==> config.mk <==
export PLATFORM = sky130hd
export DESIGN_NAME = ues_error_status
export DESIGN_NICKNAME = d
export VERILOG_FILES = /design/src/rtl/ues_pkg.sv /design/src/rtl/ues_error_status.sv
export VERILOG_INCLUDE_DIRS = /design/src /design/src/rtl
export SDC_FILE = /design/constraint.sdc
export NUM_CORES = 1
export LEC_CHECK = 0
export BUFFER_PORTS_ARGS = -buffer_cell sky130_fd_sc_hd__buf_4
export CORE_AREA = 2 2 96 98
export CTS_CLUSTER_DIAMETER = 40
export DETAILED_ROUTE_END_ITERATION = 8
export DIE_AREA = 0 0 98 100
export RECOVER_POWER = 100
export SLEW_MARGIN = 20
export SYNTH_ARGS = -nofsm -noshare
export SYNTH_HDL_FRONTEND = slang
export SYNTH_SLANG_ARGS = --single-unit
==> constraint.sdc <==
create_clock -name clk_in -period 2.8 [get_ports clk_in]
set_clock_uncertainty 0.05 [all_clocks]
set_input_delay 0.42 -clock clk_in [delete_from_list [all_inputs] [get_ports clk_in]]
set_output_delay 0.42 -clock clk_in [all_outputs]
set_load 0.02 [all_outputs]
==> src/rtl/ues_regs.svh <==
// Purpose: Register offsets, field positions, reset values and timing of the USB error block.
// Assumes: Included by its bare name after the package.
// Notes:   Definitions only.
`ifndef UES_REGS_SVH
`define UES_REGS_SVH

`define UES_ADDR_W       2
`define UES_OFS_FLAGS    2'h0
`define UES_OFS_ENABLES  2'h1
`define UES_OFS_MAIN_FLG 2'h2
`define UES_OFS_MAIN_EN  2'h3

`define UES_BIT_STUFF    7
`define UES_BIT_BUFFER   5
`define UES_BIT_TIMEOUT  4
`define UES_BIT_PARTIAL  3
`define UES_BIT_DATA_CHECKSUM_ERROR_ENABLE    2
`define UES_BIT_TOKEN_CHECKSUM_ERROR_ENABLE     1
`define UES_BIT_PID      0
`define UES_BIT_SUMMARY  1

`define UES_FLAGS_RST    8'h00
`define UES_ENABLES_RST  8'h00
`define UES_MAIN_EN_RST  8'h00
`define UES_IMPL_MASK    8'hBF
`define UES_SUMMARY_MASK 8'h02

`define UES_CLK_MHZ      7'h64
`define UES_BIT_MHZ      7'h0C
`define UES_TA_BITS      5'h10
`define UES_CNT_W        10

`endif

==> src/rtl/ues_pkg.sv <==
// Purpose: Types shared by the USB error status block.
// Assumes: Nothing.
// Notes:   Constants live in ues_regs.svh.
package ues_pkg;
   typedef logic [7:0] ues_byte_t;
   typedef enum logic [0:0] {
      UES_TA_IDLE = 1'b0,
      UES_TA_RUN  = 1'b1
   } ues_ta_state_e;
endpackage

==> src/rtl/ues_error_status.sv <==
// Purpose: Sticky USB error flags, their enables and the summary error bit.
// Assumes: All inputs synchronous to clk_in; event inputs are one-cycle pulses.
// Notes:   Registers sit on a plain strobe port with read data one cycle later.
//
// What this block does
// - Enabled error flags ORed into summary bit.
// - Flags clear only by writing one.
// - Flags set as soon as detected.
// - Error flags read zero after reset.
// - Bit stuffing error sets bit 7, rejects.
// - Late descriptor fetch sets buffer bit 5.
// - Oversize packet sets bit 5, truncates.
// - Turnaround timer between phases, timeout bit 4.
// - Timeout after over 16 idle bit times.
// - Partial byte data field sets bit 3.
// - Data checksum failure rejects, sets bit 2.
// - Token checksum failure rejects, sets bit 1.
// - Identifier check failure sets bit 0.
// - Enable bits at matching flag positions.
// - Summary bit 1 set by enabled errors.
// - Summary interrupt needs main enable bit 1.
//
// Decided for this implementation: the plain strobed port and the placing of the registers.
`timescale 1ns/100ps
`default_nettype none
`include "ues_regs.svh"

module ues_error_status (
   input  wire logic                          clk_in,
   input  wire logic                          rst_n_in,
   input  wire logic [`UES_ADDR_W-1:0]        addr_in,
   input  wire ues_pkg::ues_byte_t            wr_data_in,
   input  wire logic                          wr_en_in,
   input  wire logic                          rd_en_in,
   output var  ues_pkg::ues_byte_t            rd_data_out,
   input  wire logic                          bit_stuff_err_in,
   input  wire logic                          bd_fetch_late_in,
   input  wire logic                          packet_start_in,
   input  wire logic                          rx_byte_in,
   input  wire logic [`UES_CNT_W-1:0]         bd_size_in,
   input  wire logic                          rx_eop_in,
   input  wire logic [2:0]                    rx_bit_residue_in,
   input  wire logic                          data_checksum_error_enable_fail_in,
   input  wire logic                          token_checksum_error_enable_fail_in,
   input  wire logic                          pid_fail_in,
   input  wire logic                          eop_in,
   input  wire logic                          turnaround_expect_in,
   input  wire logic                          bus_idle_in,
   output logic                               store_byte_out,
   output logic                               packet_reject_out,
   output logic                               summary_error_flag_out,
   output logic                               error_irq_out
);
   import ues_pkg::*;

   ////////////////////////////////////////////////////////////////////////////////
   // Register state and bus decode.

   ues_byte_t                  flags_reg;
   ues_byte_t                  flags_next;
   ues_byte_t                  enables_reg;
   ues_byte_t                  main_en_reg;
   ues_byte_t                  enables_next;
   ues_byte_t                  main_en_next;
   ues_byte_t                  set_vec;
   ues_byte_t                  clr_vec;
   logic                       wr_flags;
   logic                       wr_enables;
   logic                       wr_main_en;
   logic                       summary_next;
   logic                       buf_overrun;
   logic                       ta_timeout;
   logic [`UES_CNT_W-1:0]      byte_cnt_reg;
   logic [6:0]                 tick_acc_reg;
   logic                       bit_tick;
   logic [4:0]                 ta_cnt_reg;
   ues_ta_state_e              ta_state_reg;

   assign wr_flags   = wr_en_in && (addr_in == `UES_OFS_FLAGS);
   assign wr_enables = wr_en_in && (addr_in == `UES_OFS_ENABLES);
   assign wr_main_en = wr_en_in && (addr_in == `UES_OFS_MAIN_EN);
   assign clr_vec    = wr_flags ? (wr_data_in & `UES_IMPL_MASK) : `UES_FLAGS_RST;

   ////////////////////////////////////////////////////////////////////////////////
   // Error event sources.

   always_comb begin
      set_vec                   = `UES_FLAGS_RST;
      set_vec[`UES_BIT_STUFF]   = bit_stuff_err_in;
      set_vec[`UES_BIT_BUFFER]  = bd_fetch_late_in || buf_overrun;
      set_vec[`UES_BIT_TIMEOUT] = ta_timeout;
      set_vec[`UES_BIT_PARTIAL] = rx_eop_in && (rx_bit_residue_in != 3'h0);
      set_vec[`UES_BIT_DATA_CHECKSUM_ERROR_ENABLE]   = data_checksum_error_enable_fail_in;
      set_vec[`UES_BIT_TOKEN_CHECKSUM_ERROR_ENABLE]    = token_checksum_error_enable_fail_in;
      set_vec[`UES_BIT_PID]     = pid_fail_in;
   end

   // A set in the same cycle as a clear wins, so no event is lost.
   assign flags_next = ((flags_reg & ~clr_vec) | set_vec) & `UES_IMPL_MASK;

   genvar gi;
   generate
      for (gi = 0; gi < 8; gi++) begin : g_flag
         always_ff @(posedge clk_in or negedge rst_n_in) begin
            if (!rst_n_in) begin
               flags_reg[gi] <= 1'(`UES_FLAGS_RST >> gi);
            end else begin
               flags_reg[gi] <= flags_next[gi];
            end
         end
      end
   endgenerate

   always_ff @(posedge clk_in or negedge rst_n_in) begin
      if (!rst_n_in) begin
         enables_reg <= `UES_ENABLES_RST;
      end else if (wr_enables) begin
         enables_reg <= wr_data_in & `UES_IMPL_MASK;
      end
   end

   always_ff @(posedge clk_in or negedge rst_n_in) begin
      if (!rst_n_in) begin
         main_en_reg <= `UES_MAIN_EN_RST;
      end else if (wr_main_en) begin
         main_en_reg <= wr_data_in & `UES_SUMMARY_MASK;
      end
   end

   ////////////////////////////////////////////////////////////////////////////////
   // Summary error bit and its interrupt.

   // The summary follows an enable write in the same edge, so it never lags the register.
   assign enables_next = wr_enables ? (wr_data_in & `UES_IMPL_MASK) : enables_reg;
   assign main_en_next = wr_main_en ? (wr_data_in & `UES_SUMMARY_MASK) : main_en_reg;
   assign summary_next = |(flags_next & enables_next);

   always_ff @(posedge clk_in or negedge rst_n_in) begin
      if (!rst_n_in) begin
         summary_error_flag_out <= 1'b0;
         error_irq_out          <= 1'b0;
      end else begin
         summary_error_flag_out <= summary_next;
         error_irq_out          <= summary_next && main_en_next[`UES_BIT_SUMMARY];
      end
   end

   ////////////////////////////////////////////////////////////////////////////////
   // Read port.

   always_ff @(posedge clk_in or negedge rst_n_in) begin
      if (!rst_n_in) begin
         rd_data_out <= 8'h00;
      end else if (rd_en_in) begin
         unique case (addr_in)
            `UES_OFS_FLAGS:    rd_data_out <= flags_reg;
            `UES_OFS_ENABLES:  rd_data_out <= enables_reg;
            `UES_OFS_MAIN_FLG: rd_data_out <= {6'h00, summary_error_flag_out, 1'b0};
            `UES_OFS_MAIN_EN:  rd_data_out <= main_en_reg;
         endcase
      end else begin
         rd_data_out <= 8'h00;
      end
   end

   ////////////////////////////////////////////////////////////////////////////////
   // Packet rejection and buffer truncation.

   always_ff @(posedge clk_in or negedge rst_n_in) begin
      if (!rst_n_in) begin
         packet_reject_out <= 1'b0;
      end else begin
         packet_reject_out <= bit_stuff_err_in || data_checksum_error_enable_fail_in || token_checksum_error_enable_fail_in;
      end
   end

   assign buf_overrun = rx_byte_in && (byte_cnt_reg >= bd_size_in);

   always_ff @(posedge clk_in or negedge rst_n_in) begin
      if (!rst_n_in) begin
         byte_cnt_reg <= '0;
      end else if (packet_start_in) begin
         byte_cnt_reg <= '0;
      end else if (rx_byte_in && !(&byte_cnt_reg)) begin
         byte_cnt_reg <= byte_cnt_reg + `UES_CNT_W'(1);
      end
   end

   always_ff @(posedge clk_in or negedge rst_n_in) begin
      if (!rst_n_in) begin
         store_byte_out <= 1'b0;
      end else begin
         store_byte_out <= rx_byte_in && !buf_overrun;
      end
   end

   ////////////////////////////////////////////////////////////////////////////////
   // Bit-time enable: fractional divider from the module clock to the bus bit rate.

   always_ff @(posedge clk_in or negedge rst_n_in) begin
      if (!rst_n_in) begin
         tick_acc_reg <= 7'h00;
      end else if (ta_state_reg == UES_TA_IDLE) begin
         tick_acc_reg <= 7'h00;
      end else if (tick_acc_reg + `UES_BIT_MHZ >= `UES_CLK_MHZ) begin
         tick_acc_reg <= tick_acc_reg + `UES_BIT_MHZ - `UES_CLK_MHZ;
      end else begin
         tick_acc_reg <= tick_acc_reg + `UES_BIT_MHZ;
      end
   end

   assign bit_tick = (ta_state_reg == UES_TA_RUN)
                     && (tick_acc_reg + `UES_BIT_MHZ >= `UES_CLK_MHZ);

   ////////////////////////////////////////////////////////////////////////////////
   // Bus turnaround timer.

   assign ta_timeout = (ta_state_reg == UES_TA_RUN) && bus_idle_in && bit_tick
                       && (ta_cnt_reg == `UES_TA_BITS);

   always_ff @(posedge clk_in or negedge rst_n_in) begin
      if (!rst_n_in) begin
         ta_state_reg <= UES_TA_IDLE;
         ta_cnt_reg   <= 5'h00;
      end else begin
         unique case (ta_state_reg)
            UES_TA_IDLE: begin
               ta_cnt_reg <= 5'h00;
               if (eop_in && turnaround_expect_in) begin
                  ta_state_reg <= UES_TA_RUN;
               end
            end
            UES_TA_RUN: begin
               if (!bus_idle_in || ta_timeout) begin
                  ta_state_reg <= UES_TA_IDLE;
               end else if (bit_tick) begin
                  ta_cnt_reg <= ta_cnt_reg + 5'h01;
               end
            end
         endcase
      end
   end

   ////////////////////////////////////////////////////////////////////////////////
   // Assertions and covers.

   a_flag_sticky: assert property (@(posedge clk_in) disable iff (!rst_n_in)
      1'b1 |=> ((flags_reg & $past(flags_reg & ~clr_vec)) == $past(flags_reg & ~clr_vec)))
      else $error("Error flag dropped without a write of one.");

   a_flag_clear_only: assert property (@(posedge clk_in) disable iff (!rst_n_in)
      ($past(flags_reg) & ~flags_reg) == ($past(flags_reg) & ~flags_reg & $past(clr_vec)))
      else $error("Error flag cleared by something other than a write.");

   a_flags_reset: assert property (@(posedge clk_in) disable iff (!rst_n_in)
      $rose(rst_n_in) |-> (flags_reg == 8'h00))
      else $error("Error flags not zero after reset.");

   a_unimpl_zero: assert property (@(posedge clk_in) disable iff (!rst_n_in)
      !flags_reg[6] && !enables_reg[6])
      else $error("Unimplemented bit 6 is set.");

   a_summary_or: assert property (@(posedge clk_in) disable iff (!rst_n_in)
      summary_error_flag_out == |(flags_reg & enables_reg))
      else $error("Summary bit does not match enabled flags.");

   a_irq_gate: assert property (@(posedge clk_in) disable iff (!rst_n_in)
      error_irq_out == (summary_error_flag_out && main_en_reg[`UES_BIT_SUMMARY]))
      else $error("Error interrupt not gated by main enable.");

   a_stuff_reject: assert property (@(posedge clk_in) disable iff (!rst_n_in)
      bit_stuff_err_in |=> flags_reg[`UES_BIT_STUFF] && packet_reject_out)
      else $error("Bit stuffing error not flagged and rejected.");

   a_bd_late: assert property (@(posedge clk_in) disable iff (!rst_n_in)
      bd_fetch_late_in |=> flags_reg[`UES_BIT_BUFFER])
      else $error("Late descriptor fetch not flagged.");

   a_buf_truncate: assert property (@(posedge clk_in) disable iff (!rst_n_in)
      (rx_byte_in && (byte_cnt_reg >= bd_size_in))
      |=> !store_byte_out && flags_reg[`UES_BIT_BUFFER])
      else $error("Oversize byte stored or not flagged.");

   a_partial_byte: assert property (@(posedge clk_in) disable iff (!rst_n_in)
      (rx_eop_in && (rx_bit_residue_in != 3'h0)) |=> flags_reg[`UES_BIT_PARTIAL])
      else $error("Partial byte data field not flagged.");

   a_data_checksum_error_enable_reject: assert property (@(posedge clk_in) disable iff (!rst_n_in)
      data_checksum_error_enable_fail_in |=> flags_reg[`UES_BIT_DATA_CHECKSUM_ERROR_ENABLE] && packet_reject_out)
      else $error("Data checksum failure not flagged and rejected.");

   a_token_checksum_error_enable_reject: assert property (@(posedge clk_in) disable iff (!rst_n_in)
      token_checksum_error_enable_fail_in |=> flags_reg[`UES_BIT_TOKEN_CHECKSUM_ERROR_ENABLE] && packet_reject_out)
      else $error("Token checksum failure not flagged and rejected.");

   a_pid_flag: assert property (@(posedge clk_in) disable iff (!rst_n_in)
      pid_fail_in |=> flags_reg[`UES_BIT_PID])
      else $error("Identifier check failure not flagged.");

   a_timeout_cause: assert property (@(posedge clk_in) disable iff (!rst_n_in)
      ($rose(flags_reg[`UES_BIT_TIMEOUT]))
      |-> ($past(ta_cnt_reg) == `UES_TA_BITS) && $past(bus_idle_in))
      else $error("Turnaround timeout without 16 idle bit times.");

   a_timer_stop: assert property (@(posedge clk_in) disable iff (!rst_n_in)
      (ta_state_reg == UES_TA_RUN && !bus_idle_in) |=> (ta_state_reg == UES_TA_IDLE))
      else $error("Turnaround timer kept running after bus activity.");

   a_enable_write: assert property (@(posedge clk_in) disable iff (!rst_n_in)
      wr_enables |=> (enables_reg == ($past(wr_data_in) & `UES_IMPL_MASK)))
      else $error("Enable register did not take the written value.");

   c_stuff_err: cover property (@(posedge clk_in) disable iff (!rst_n_in)
      bit_stuff_err_in ##1 packet_reject_out);

   c_timeout: cover property (@(posedge clk_in) disable iff (!rst_n_in)
      ta_timeout);

   c_truncate: cover property (@(posedge clk_in) disable iff (!rst_n_in)
      buf_overrun ##1 !store_byte_out);

   c_irq: cover property (@(posedge clk_in) disable iff (!rst_n_in)
      $rose(error_irq_out));

endmodule

`default_nettype wire

==> report_table.html, run 1 <==
<table>
<tr><th>Metric</th><th>Value</th></tr>
<tr><th colspan="2">Clocking</th></tr>
<tr><td>CTS clock-pin slew for the worst setup and hold paths</td><td>around 90 ps</td></tr>
<tr><td>Number of buffers created by CTS</td><td>5</td></tr>
<tr><td>Number of levels the H-tree was split into</td><td>2</td></tr>
<tr><td>TritonCTS clock tree</td><td>yes</td></tr>
<tr><td>Clock latency at the later pin of the worst-skew pair</td><td>around 300 ps</td></tr>
<tr><td>Cts hold-fix bufs</td><td>0</td></tr>
<tr><td>Count of buffers added by post-CTS timing repair for setup</td><td>0</td></tr>
<tr><td>CTS Buffer Depth</td><td>2</td></tr>
<tr><td>Library cell used as clock root buffer</td><td>clkbuf_8</td></tr>
<tr><td>Post-cts sizing count</td><td>0</td></tr>
<tr><td>Clock net sink count</td><td>47</td></tr>
<tr><th colspan="2">Die</th></tr>
<tr><td>Initial core utilization</td><td>approximately 29%</td></tr>
<tr><td>Core region area</td><td>between 8000 and 9000 µm²</td></tr>
<tr><td>Die H</td><td>100 µm</td></tr>
<tr><td>Die width</td><td>between 90 and 100 µm</td></tr>
<tr><td>Floorplan row count</td><td>35</td></tr>
<tr><td>Die area</td><td>~9800 µm²</td></tr>
<tr><td>I/O Pins</td><td>50</td></tr>
<tr><th colspan="2">Routing</th></tr>
<tr><td>Number of design-rule violations left by the first detailed-router iteration</td><td>54</td></tr>
<tr><td>Post-route DRC violation count</td><td>0</td></tr>
<tr><td>Average wire length per cell after detail routing</td><td>around 13 µm</td></tr>
<tr><td>Wire length after detailed routing</td><td>between 5 and 6 mm</td></tr>
<tr><td>Count of nets left with antenna violations after detail routing</td><td>0</td></tr>
<tr><td>TritonRoute pass-1 iters</td><td>4</td></tr>
<tr><td>Detailed-route vias per instance</td><td>4.637</td></tr>
<tr><td>Via count</td><td>1864</td></tr>
<tr><th colspan="2">Timing</th></tr>
<tr><td>Sum of negative setup slack</td><td>0 ps</td></tr>
<tr><td>Final slew viol count</td><td>0</td></tr>
<tr><td>Measured slew at the worst slew-check pin</td><td>1157 ps</td></tr>
<tr><td>Setup Viol. Count Final</td><td>0</td></tr>
<tr><td>RSZ-0062 raised after global routing</td><td>no</td></tr>
<tr><td>Number of hold-slack violations in the final timing report</td><td>0</td></tr>
<tr><td>Fraction of the cycle the final worst path needs</td><td>between 80 and 90%</td></tr>
<tr><td>Remaining max-slew budget at the tightest pin</td><td>between 20% and 30%</td></tr>
<tr><td>Post-layout worst setup margin</td><td>486.3 ps</td></tr>
<tr><td>Minimum period implied by the final worst setup slack</td><td>2314 ps</td></tr>
<tr><td>Highest clock rate</td><td>roughly 0.43 GHz</td></tr>
<tr><th colspan="2">Logic synthesis</th></tr>
<tr><td>#FFs+latches synth</td><td>47</td></tr>
<tr><td>Synthesized netlist net count</td><td>between 200 and 300</td></tr>
<tr><td>Area leader, netlist</td><td>dfrtp_1</td></tr>
<tr><td>Fraction of registers with async set/reset</td><td>between 90% and 100%</td></tr>
<tr><td>Number of different library cells in the post-synthesis netlist</td><td>54</td></tr>
<tr><td>Post-synthesis share of cell area spent on and, or, nand and nor gates</td><td>between 10% and 20%</td></tr>
<tr><td>Fraction of synthesized cell area in xor and xnor cells</td><td>5.078%</td></tr>
<tr><td>Top cells by area, synth</td><td>dfrtp_1 46%, ha_1 8.8%, mux2i_1 3.5%, xor2_1 3.1%, inv_1 2.8%</td></tr>
<tr><td>Compound-gate portion of the synthesized area</td><td>11.62%</td></tr>
<tr><td>Leading register cell type out of synthesis</td><td>dfrtp_1</td></tr>
<tr><td>Share of the synthesized area in the top cell type</td><td>between 40% and 50%</td></tr>
<tr><td>Cell count after synthesis</td><td>241</td></tr>
<tr><td>Total of warnings raised by yosys</td><td>0</td></tr>
<tr><td>Post-synthesis instance area</td><td>between 2000 and 3000 µm²</td></tr>
<tr><td>Synth Area in Adders</td><td>8.789%</td></tr>
<tr><td>Mux cell area share after synthesis</td><td>under 10%</td></tr>
<tr><td>Combinational family with the most area after synthesis</td><td>simple AND/OR/NAND/NOR gates</td></tr>
<tr><td>Sequential cell area fraction in the yosys report</td><td>45.90%</td></tr>
<tr><td>Avg Cell Area, Syn</td><td>between 10 and 15 µm²</td></tr>
<tr><td>EDFF count, synth</td><td>0</td></tr>
<tr><th colspan="2">Placed design</th></tr>
<tr><td>Final RePlAce weighted congestion</td><td>between 0.7 and 0.8</td></tr>
<tr><td>Total placed instance area</td><td>3023 µm²</td></tr>
<tr><td>Half-perimeter wire length of the detailed placement result</td><td>between 3 and 4 mm</td></tr>
<tr><td>PortBufs</td><td>47</td></tr>
<tr><td>Worst Setup Slack post-DPL</td><td>between 400 and 500 ps</td></tr>
<tr><th colspan="2">Finish</th></tr>
<tr><td>Final Cell Area</td><td>slightly above 3000 µm²</td></tr>
<tr><td>Diodes inserted</td><td>0</td></tr>
<tr><td>Final core utilization</td><td>roughly a third</td></tr>
<tr><td>Fraction of final layout cells with drive strength greater than 1</td><td>16.49%</td></tr>
<tr><td>Fill cells</td><td>904</td></tr>
<tr><td>Area Growth Syn to Fin</td><td>19.78%</td></tr>
<tr><td>Largest register FFs</td><td>10</td></tr>
<tr><td>Nets</td><td>roughly 350</td></tr>
<tr><th colspan="2">Pwr</th></tr>
<tr><td>Switching power summed over all nets</td><td>about 400 µW</td></tr>
<tr><td>Combinational share of power</td><td>roughly 15%</td></tr>
<tr><td>Pwr/cell area</td><td>between 500 and 600 nW/µm²</td></tr>
<tr><td>Largest vdd supply drop</td><td>roughly 200 µV</td></tr>
<tr><td>Switching part of the total</td><td>between 20% and 30%</td></tr>
<tr><td>Reported leakage power</td><td>between 0.001 and 0.0015 µW</td></tr>
<tr><td>Internal</td><td>between 1000 and 1500 µW</td></tr>
<tr><td>Overall power consumption</td><td>around 1600 µW</td></tr>
<tr><td>Clk pwr share</td><td>37.2%</td></tr>
<tr><td>Part of the power in registers</td><td>between 40% and 50%</td></tr>
<tr><th colspan="2">Critical path</th></tr>
<tr><td>Reg2reg setup slack</td><td>just under 500 ps</td></tr>
<tr><td>CP arrival</td><td>2480 ps</td></tr>
<tr><td>Largest fanout on the critical path</td><td>7</td></tr>
<tr><td>Worst path required time</td><td>approximately 3000 ps</td></tr>
<tr><td>Type of the setup path with the least slack</td><td>reg -&gt; reg</td></tr>
<tr><td>Kind of capture point of the worst setup path</td><td>flop</td></tr>
<tr><td>Element type at the critical path start</td><td>flop</td></tr>
<tr><th colspan="2">Global route</th></tr>
<tr><td>Global routing usage on met1</td><td>between 10% and 20%</td></tr>
<tr><td>Antenna violations before repair</td><td>0</td></tr>
<tr><td>Met3 Track Usage GR</td><td>2.716%</td></tr>
<tr><td>Number of global-route vias before repair</td><td>just over 2000</td></tr>
<tr><td>Grt total ovfl</td><td>0</td></tr>
<tr><td>Pin count of the biggest net entering global routing</td><td>48</td></tr>
<tr><td>First-pass GRT wire length</td><td>9.232 mm</td></tr>
<tr><td>GR peak layer</td><td>met2</td></tr>
<tr><td>GR Layer Usage met2</td><td>around 20%</td></tr>
<tr><td>Total GRT Usage</td><td>11.47%</td></tr>
<tr><th colspan="2">Hold path</th></tr>
<tr><td>Path type of the worst min-delay path</td><td>in -&gt; reg</td></tr>
<tr><th colspan="2">Outcome</th></tr>
<tr><td>Run status</td><td>completed</td></tr>
<tr><th colspan="2">Job</th></tr>
<tr><td>Maxcap violations</td><td>0</td></tr>
</table>
final timing paths:
| kind | startpoint | end | cells past startpoint |
|---|---|---|---|
| min | bit_stuff_err_in | flags_reg[7]$_DFF_PN0_ | 2 |
| max in group asynchronous | rst_n_in | byte_cnt_reg[1]$_DFFE_PN0P_ | 1 |
| min in group asynchronous | rst_n_in | rd_data_out[7]$_DFF_PN0_ | 1 |
| max | tick_acc_reg[2]$_DFFE_PN0N_ | ta_cnt_reg[4]$_DFFE_PN0P_ | 7 |
| min reg2reg | enables_reg[1]$_DFF_PN0_ | enables_reg[1]$_DFF_PN0_ | 1 |
| max reg2reg | tick_acc_reg[2]$_DFFE_PN0N_ | ta_cnt_reg[4]$_DFFE_PN0P_ | 7 |
cell usage after synthesis (2+ instances only):
cell type / number
a21boi_0: 2
a21boi_1: 8
a21oi_1: 7
and2_1: 6
and3_1: 2
dfrtp_1: 47
ha_1: 18
inv_1: 19
mux2_1: 3
mux2_2: 3
mux2i_1: 9
nand2_1: 15
nand2b_1: 3
nand3_1: 9
nand4_1: 4
nor2_1: 19
o21ai_0: 4
o21ai_1: 8
or2_1: 4
or3_1: 6
xnor2_1: 4
xor2_1: 9
layout make-up:
cell class              instances  area (µm²)  share of cell area (%)
repair buffers                 47       301.5                   9.825
clock buffers                   5       68.82                   2.242
inverters                      19       71.32                   2.324
flip-flops and latches         47        1176                   38.32
well taps                     111       138.9                   4.525
multi-input cells             170        1245                   40.56
clock inverters                 3       67.56                   2.201
cell usage in the layout (no fill, tap or decap), types with 2 or more instances in the layout:
cell and n:
dfrtp_1 47, buf_4 33, inv_1 19, nor2_1 19, ha_1 18, nand2_1 15
clkbuf_1 13, mux2i_1 9, xor2_1 9, nand3_1 9, a21oi_1 8, a21boi_0 8
o21ai_1 7, or3_1 6, mux2_1 5, and2_0 5, o21ai_0 5, clkbuf_8 5
xnor2_1 4, or2_1 4, nand4_1 4, nand2b_1 3, and3_1 3, nand3b_1 2
a21boi_1 2, nor3b_1 2, bufinv_16 2
stage by stage:
| step | cells | hold slack (ps) |
|---|---|---|
| detailed placement | 394 | 431.5 |
| global route | 402 | 266.7 |
| global placement | 394 | 428.5 |
| CTS | 402 | 90.20 |
| finish | 402 | 266.7 |
| floorplan | 241 | 74.41 |
logic make-up after synthesis:
logic type,count (synthesis)
simple gates,79
flops,47
compound gates,42
buf+inv,24
fa+ha+maj,18
mux,16
xor+xnor,14
other cells,1
critical path, stage by stage, from the launching register on:
cell and delay (ps):
dfrtp_1 430, inv_1 100, ha_1 230, xor2_1 200, and4b_1 230, nand4bb_1 370, or3_1 430, a21boi_0 190
power by group through the flow:
stage          Combinational [µW]  Clock (µW)  Sequential [µW]
6_report                      240         591              758
3_3_place_gp                  260           0              771
3_5_place_dp                  267           0              773
2_1_floorplan                 146           0              779
5_1_grt                       280         647              768
4_1_cts                       268         618              759
routing by layer:
metal  part of all wire (%)  vias up
met3                    4.5        6
met4                    1.8        0
met1                     47      889
li1                       -      930
met5                      0        -
met2                     47       39
Power figures use the tool's default switching activity.
==> run 2, diff against run 1 <==
- clock period: 2.8 -> 1.9 ns (I/O delays scaled with it)
==> report_table.html, run 2 (synthesis results as in run 1) <==
<table>
<tr><th>Metric</th><th>Value</th></tr>
<tr><th colspan="2">Global route</th></tr>
<tr><td>Total GRT Usage</td><td>a little under an eighth</td></tr>
<tr><td>Grt total ovfl</td><td>0</td></tr>
<tr><td>Pin count of the biggest net entering global routing</td><td>48</td></tr>
<tr><td>Number of global-route vias before repair</td><td>roughly 2000</td></tr>
<tr><td>First-pass GRT wire length</td><td>approximately 9 mm</td></tr>
<tr><td>Antenna violations before repair</td><td>0</td></tr>
<tr><th colspan="2">Timing</th></tr>
<tr><td>Minimum period implied by the final worst setup slack</td><td>just over 2000 ps</td></tr>
<tr><td>Measured slew at the worst slew-check pin</td><td>~1200 ps</td></tr>
<tr><td>Fraction of the cycle the final worst path needs</td><td>107.1%</td></tr>
<tr><td>Remaining max-slew budget at the tightest pin</td><td>22.39%</td></tr>
<tr><td>Final slew viol count</td><td>0</td></tr>
<tr><td>Number of hold-slack violations in the final timing report</td><td>0</td></tr>
<tr><td>Highest clock rate</td><td>slightly below 0.5 GHz</td></tr>
<tr><td>Setup Viol. Count Final</td><td>3</td></tr>
<tr><td>Post-layout worst setup margin</td><td>-134.3 ps</td></tr>
<tr><td>RSZ-0062 raised after global routing</td><td>yes</td></tr>
<tr><th colspan="2">Critical path</th></tr>
<tr><td>Type of the setup path with the least slack</td><td>reg -&gt; reg</td></tr>
<tr><td>Largest fanout on the critical path</td><td>2</td></tr>
<tr><td>Worst path required time</td><td>around 2100 ps</td></tr>
<tr><td>Origin of the worst setup path</td><td>byte_cnt_reg[3]$_DFFE_PN0P_</td></tr>
<tr><td>Element type at the critical path start</td><td>flop</td></tr>
<tr><td>CP endpoint</td><td>error_irq_out$_DFF_PN0_</td></tr>
<tr><td>Reg2reg setup slack</td><td>-130 ps</td></tr>
<tr><td>Logic depth of the worst register-to-register path</td><td>7</td></tr>
<tr><td>Worst reg2reg path startpoint</td><td>byte_cnt_reg[3]$_DFFE_PN0P_</td></tr>
<tr><td>Cell-by-cell listing of the critical path</td><td>ha_1 &gt; and3_4 &gt; a221o_1 &gt; a311o_1 &gt; a21oi_2 &gt; o2111ai_2 &gt; and2_1</td></tr>
<tr><td>CP arrival</td><td>2180 ps</td></tr>
<tr><td>R2r endpoint</td><td>error_irq_out$_DFF_PN0_</td></tr>
<tr><td>Worst stage delay on the critical path</td><td>a little under 400 ps</td></tr>
<tr><td>Kind of capture point of the worst setup path</td><td>flop</td></tr>
<tr><td>Slowest-stage cell, CP</td><td>dfrtp_1</td></tr>
<tr><th colspan="2">Die</th></tr>
<tr><td>Floorplan row count</td><td>35</td></tr>
<tr><td>Die width</td><td>around 98 µm</td></tr>
<tr><td>Die area</td><td>slightly below 10000 µm²</td></tr>
<tr><td>Core region area</td><td>between 8000 and 9000 µm²</td></tr>
<tr><td>Initial core utilization</td><td>28.82%</td></tr>
<tr><td>I/O Pins</td><td>50</td></tr>
<tr><td>Die H</td><td>roughly 100 µm</td></tr>
<tr><th colspan="2">Pwr</th></tr>
<tr><td>Overall power consumption</td><td>2319 µW</td></tr>
<tr><td>Largest vdd supply drop</td><td>between 200 and 300 µV</td></tr>
<tr><td>Reported leakage power</td><td>~0.0016 µW</td></tr>
<tr><td>Pwr/cell area</td><td>between 600 and 700 nW/µm²</td></tr>
<tr><th colspan="2">Clocking</th></tr>
<tr><td>TritonCTS clock tree</td><td>yes</td></tr>
<tr><td>Clock net sink count</td><td>47</td></tr>
<tr><td>Clock latency at the later pin of the worst-skew pair</td><td>~300 ps</td></tr>
<tr><td>Library cell used as clock root buffer</td><td>clkbuf_8</td></tr>
<tr><td>Number of buffers created by CTS</td><td>5</td></tr>
<tr><td>CTS Buffer Depth</td><td>2</td></tr>
<tr><td>CTS clock-pin slew for the worst setup and hold paths</td><td>100 ps</td></tr>
<tr><td>Number of levels the H-tree was split into</td><td>2</td></tr>
<tr><th colspan="2">Finish</th></tr>
<tr><td>Area Growth Syn to Fin</td><td>33.01%</td></tr>
<tr><td>Commonest non-fill, non-tap cell in the layout</td><td>buf_4</td></tr>
<tr><td>Largest register FFs</td><td>10</td></tr>
<tr><td>Diodes inserted</td><td>0</td></tr>
<tr><td>Fraction of final layout cells with drive strength greater than 1</td><td>28.75%</td></tr>
<tr><td>Fill cells</td><td>about 900</td></tr>
<tr><td>Nets</td><td>between 300 and 400</td></tr>
<tr><td>Most used cells in the layout excluding fill and tap cells</td><td>61 x buf_4, 47 x dfrtp_1, 18 x clkbuf_1</td></tr>
<tr><td>Final core utilization</td><td>38.34%</td></tr>
<tr><th colspan="2">Routing</th></tr>
<tr><td>Via count</td><td>between 1500 and 2000</td></tr>
<tr><td>Detailed-route vias per instance</td><td>roughly 4.5</td></tr>
<tr><td>Wire length after detailed routing</td><td>between 5 and 6 mm</td></tr>
<tr><td>Average wire length per cell after detail routing</td><td>~12 µm</td></tr>
<tr><td>TritonRoute pass-1 iters</td><td>4</td></tr>
<tr><td>Post-route DRC violation count</td><td>0</td></tr>
<tr><td>Count of nets left with antenna violations after detail routing</td><td>0</td></tr>
<tr><td>Number of design-rule violations left by the first detailed-router iteration</td><td>a little over 70</td></tr>
<tr><th colspan="2">Placed design</th></tr>
<tr><td>Final RePlAce weighted congestion</td><td>0.7830</td></tr>
<tr><td>PortBufs</td><td>47</td></tr>
<tr><td>Half-perimeter wire length of the detailed placement result</td><td>a little over 4 mm</td></tr>
<tr><th colspan="2">Hold path</th></tr>
<tr><td>Path type of the worst min-delay path</td><td>in -&gt; reg</td></tr>
<tr><td>Cells on Worst Hold Path</td><td>2</td></tr>
<tr><th colspan="2">Outcome</th></tr>
<tr><td>Failing checks</td><td>setup timing</td></tr>
<tr><td>Run status</td><td>finished with violations</td></tr>
<tr><th colspan="2">Job</th></tr>
<tr><td>Maxcap violations</td><td>0</td></tr>
</table>
-- run 2: cell types whose count changed in the layout (fill, tap and decap cells not counted), moves of 3 or more --
cell,delta
clkbuf_1,+5
buf_4,+28
a21boi_0,-5
and2_1,+4
ha_4,+3
a21boi_1,+5
and2_0,-4
ha_1,-3
-- run 2: per-stage QoR --
step,worst slack [ps],cells,setup TNS [ps],hold slack [ps],area (µm²)
floorplan,-113.4,241,-113.4,-60.59,2585
global placement,-149.5,422,-175.6,281.0,3253
detailed placement,-188.9,422,-344.6,284.8,3253
CTS,-160.8,434,-190.5,121.6,3430
global route,-233.7,438,-1375,130.6,3408
finish,-134.3,438,-256.8,125.8,3408
-- run 2: timing repair --
item | CTS | global route
setup buffers | 3 | 4
gates resized for setup | 4 | 10
endpoints found under the setup margin | 6 | 12
pin swaps | 1 | 8
hold endpoints to repair | 47 | 0
hold buffers | 1 | 0
-- run 2: power by group --
part	leakage (µW)	switching, µW	internal [µW]	total [µW]
sequential	0.000587	44.6	1070	1120
clock	0.0000548	352	397	749
combinational	0.000943	227	228	455
-- run 2: cell type report --
type / count / area [µm²] / area share [%]
inverters: 19 / 71.32 / 2.093
multi-input cells: 170 / 1348 / 39.54
clock buffers: 5 / 68.82 / 2.019
clock inverters: 3 / 46.29 / 1.358
well taps: 111 / 138.9 / 4.075
flip-flops and latches: 47 / 1176 / 34.51
repair buffers: 83 / 559.3 / 16.41
-- run 2: how the worst min path moves through the flow --
stage,slack [ps],start,endpoint
2_1_floorplan,-60,rst_n_in,byte_cnt_reg[0]$_DFFE_PN0P_
3_3_place_gp,280,rst_n_in,rd_data_out[0]$_DFF_PN0_
3_5_place_dp,280,rst_n_in,rd_data_out[5]$_DFF_PN0_
4_1_cts,120,pid_fail_in,flags_reg[0]$_DFF_PN0_
5_1_grt,130,bit_stuff_err_in,flags_reg[7]$_DFF_PN0_
6_report,130,pid_fail_in,flags_reg[0]$_DFF_PN0_
-- run 2: metal layers --
layer / vias to the layer above / track usage [%] / part of all wire (%)
met5: - / 0 / 0
met4: 0 / 2.564 / 0.90
met3: 5 / 2.925 / 5.0
met2: 34 / 19.49 / 48
met1: 949 / 14.82 / 46
li1: 1004 / - / -
-- run 2: worst max-delay path: cells and delay by family (launching register included) --
kind / cells / cell delay, ps
AOI/OAI and AO/OA: 4 / 890
DFF: 1 / 390
and+or+nand+nor: 2 / 320
adders and majority gates: 1 / 270
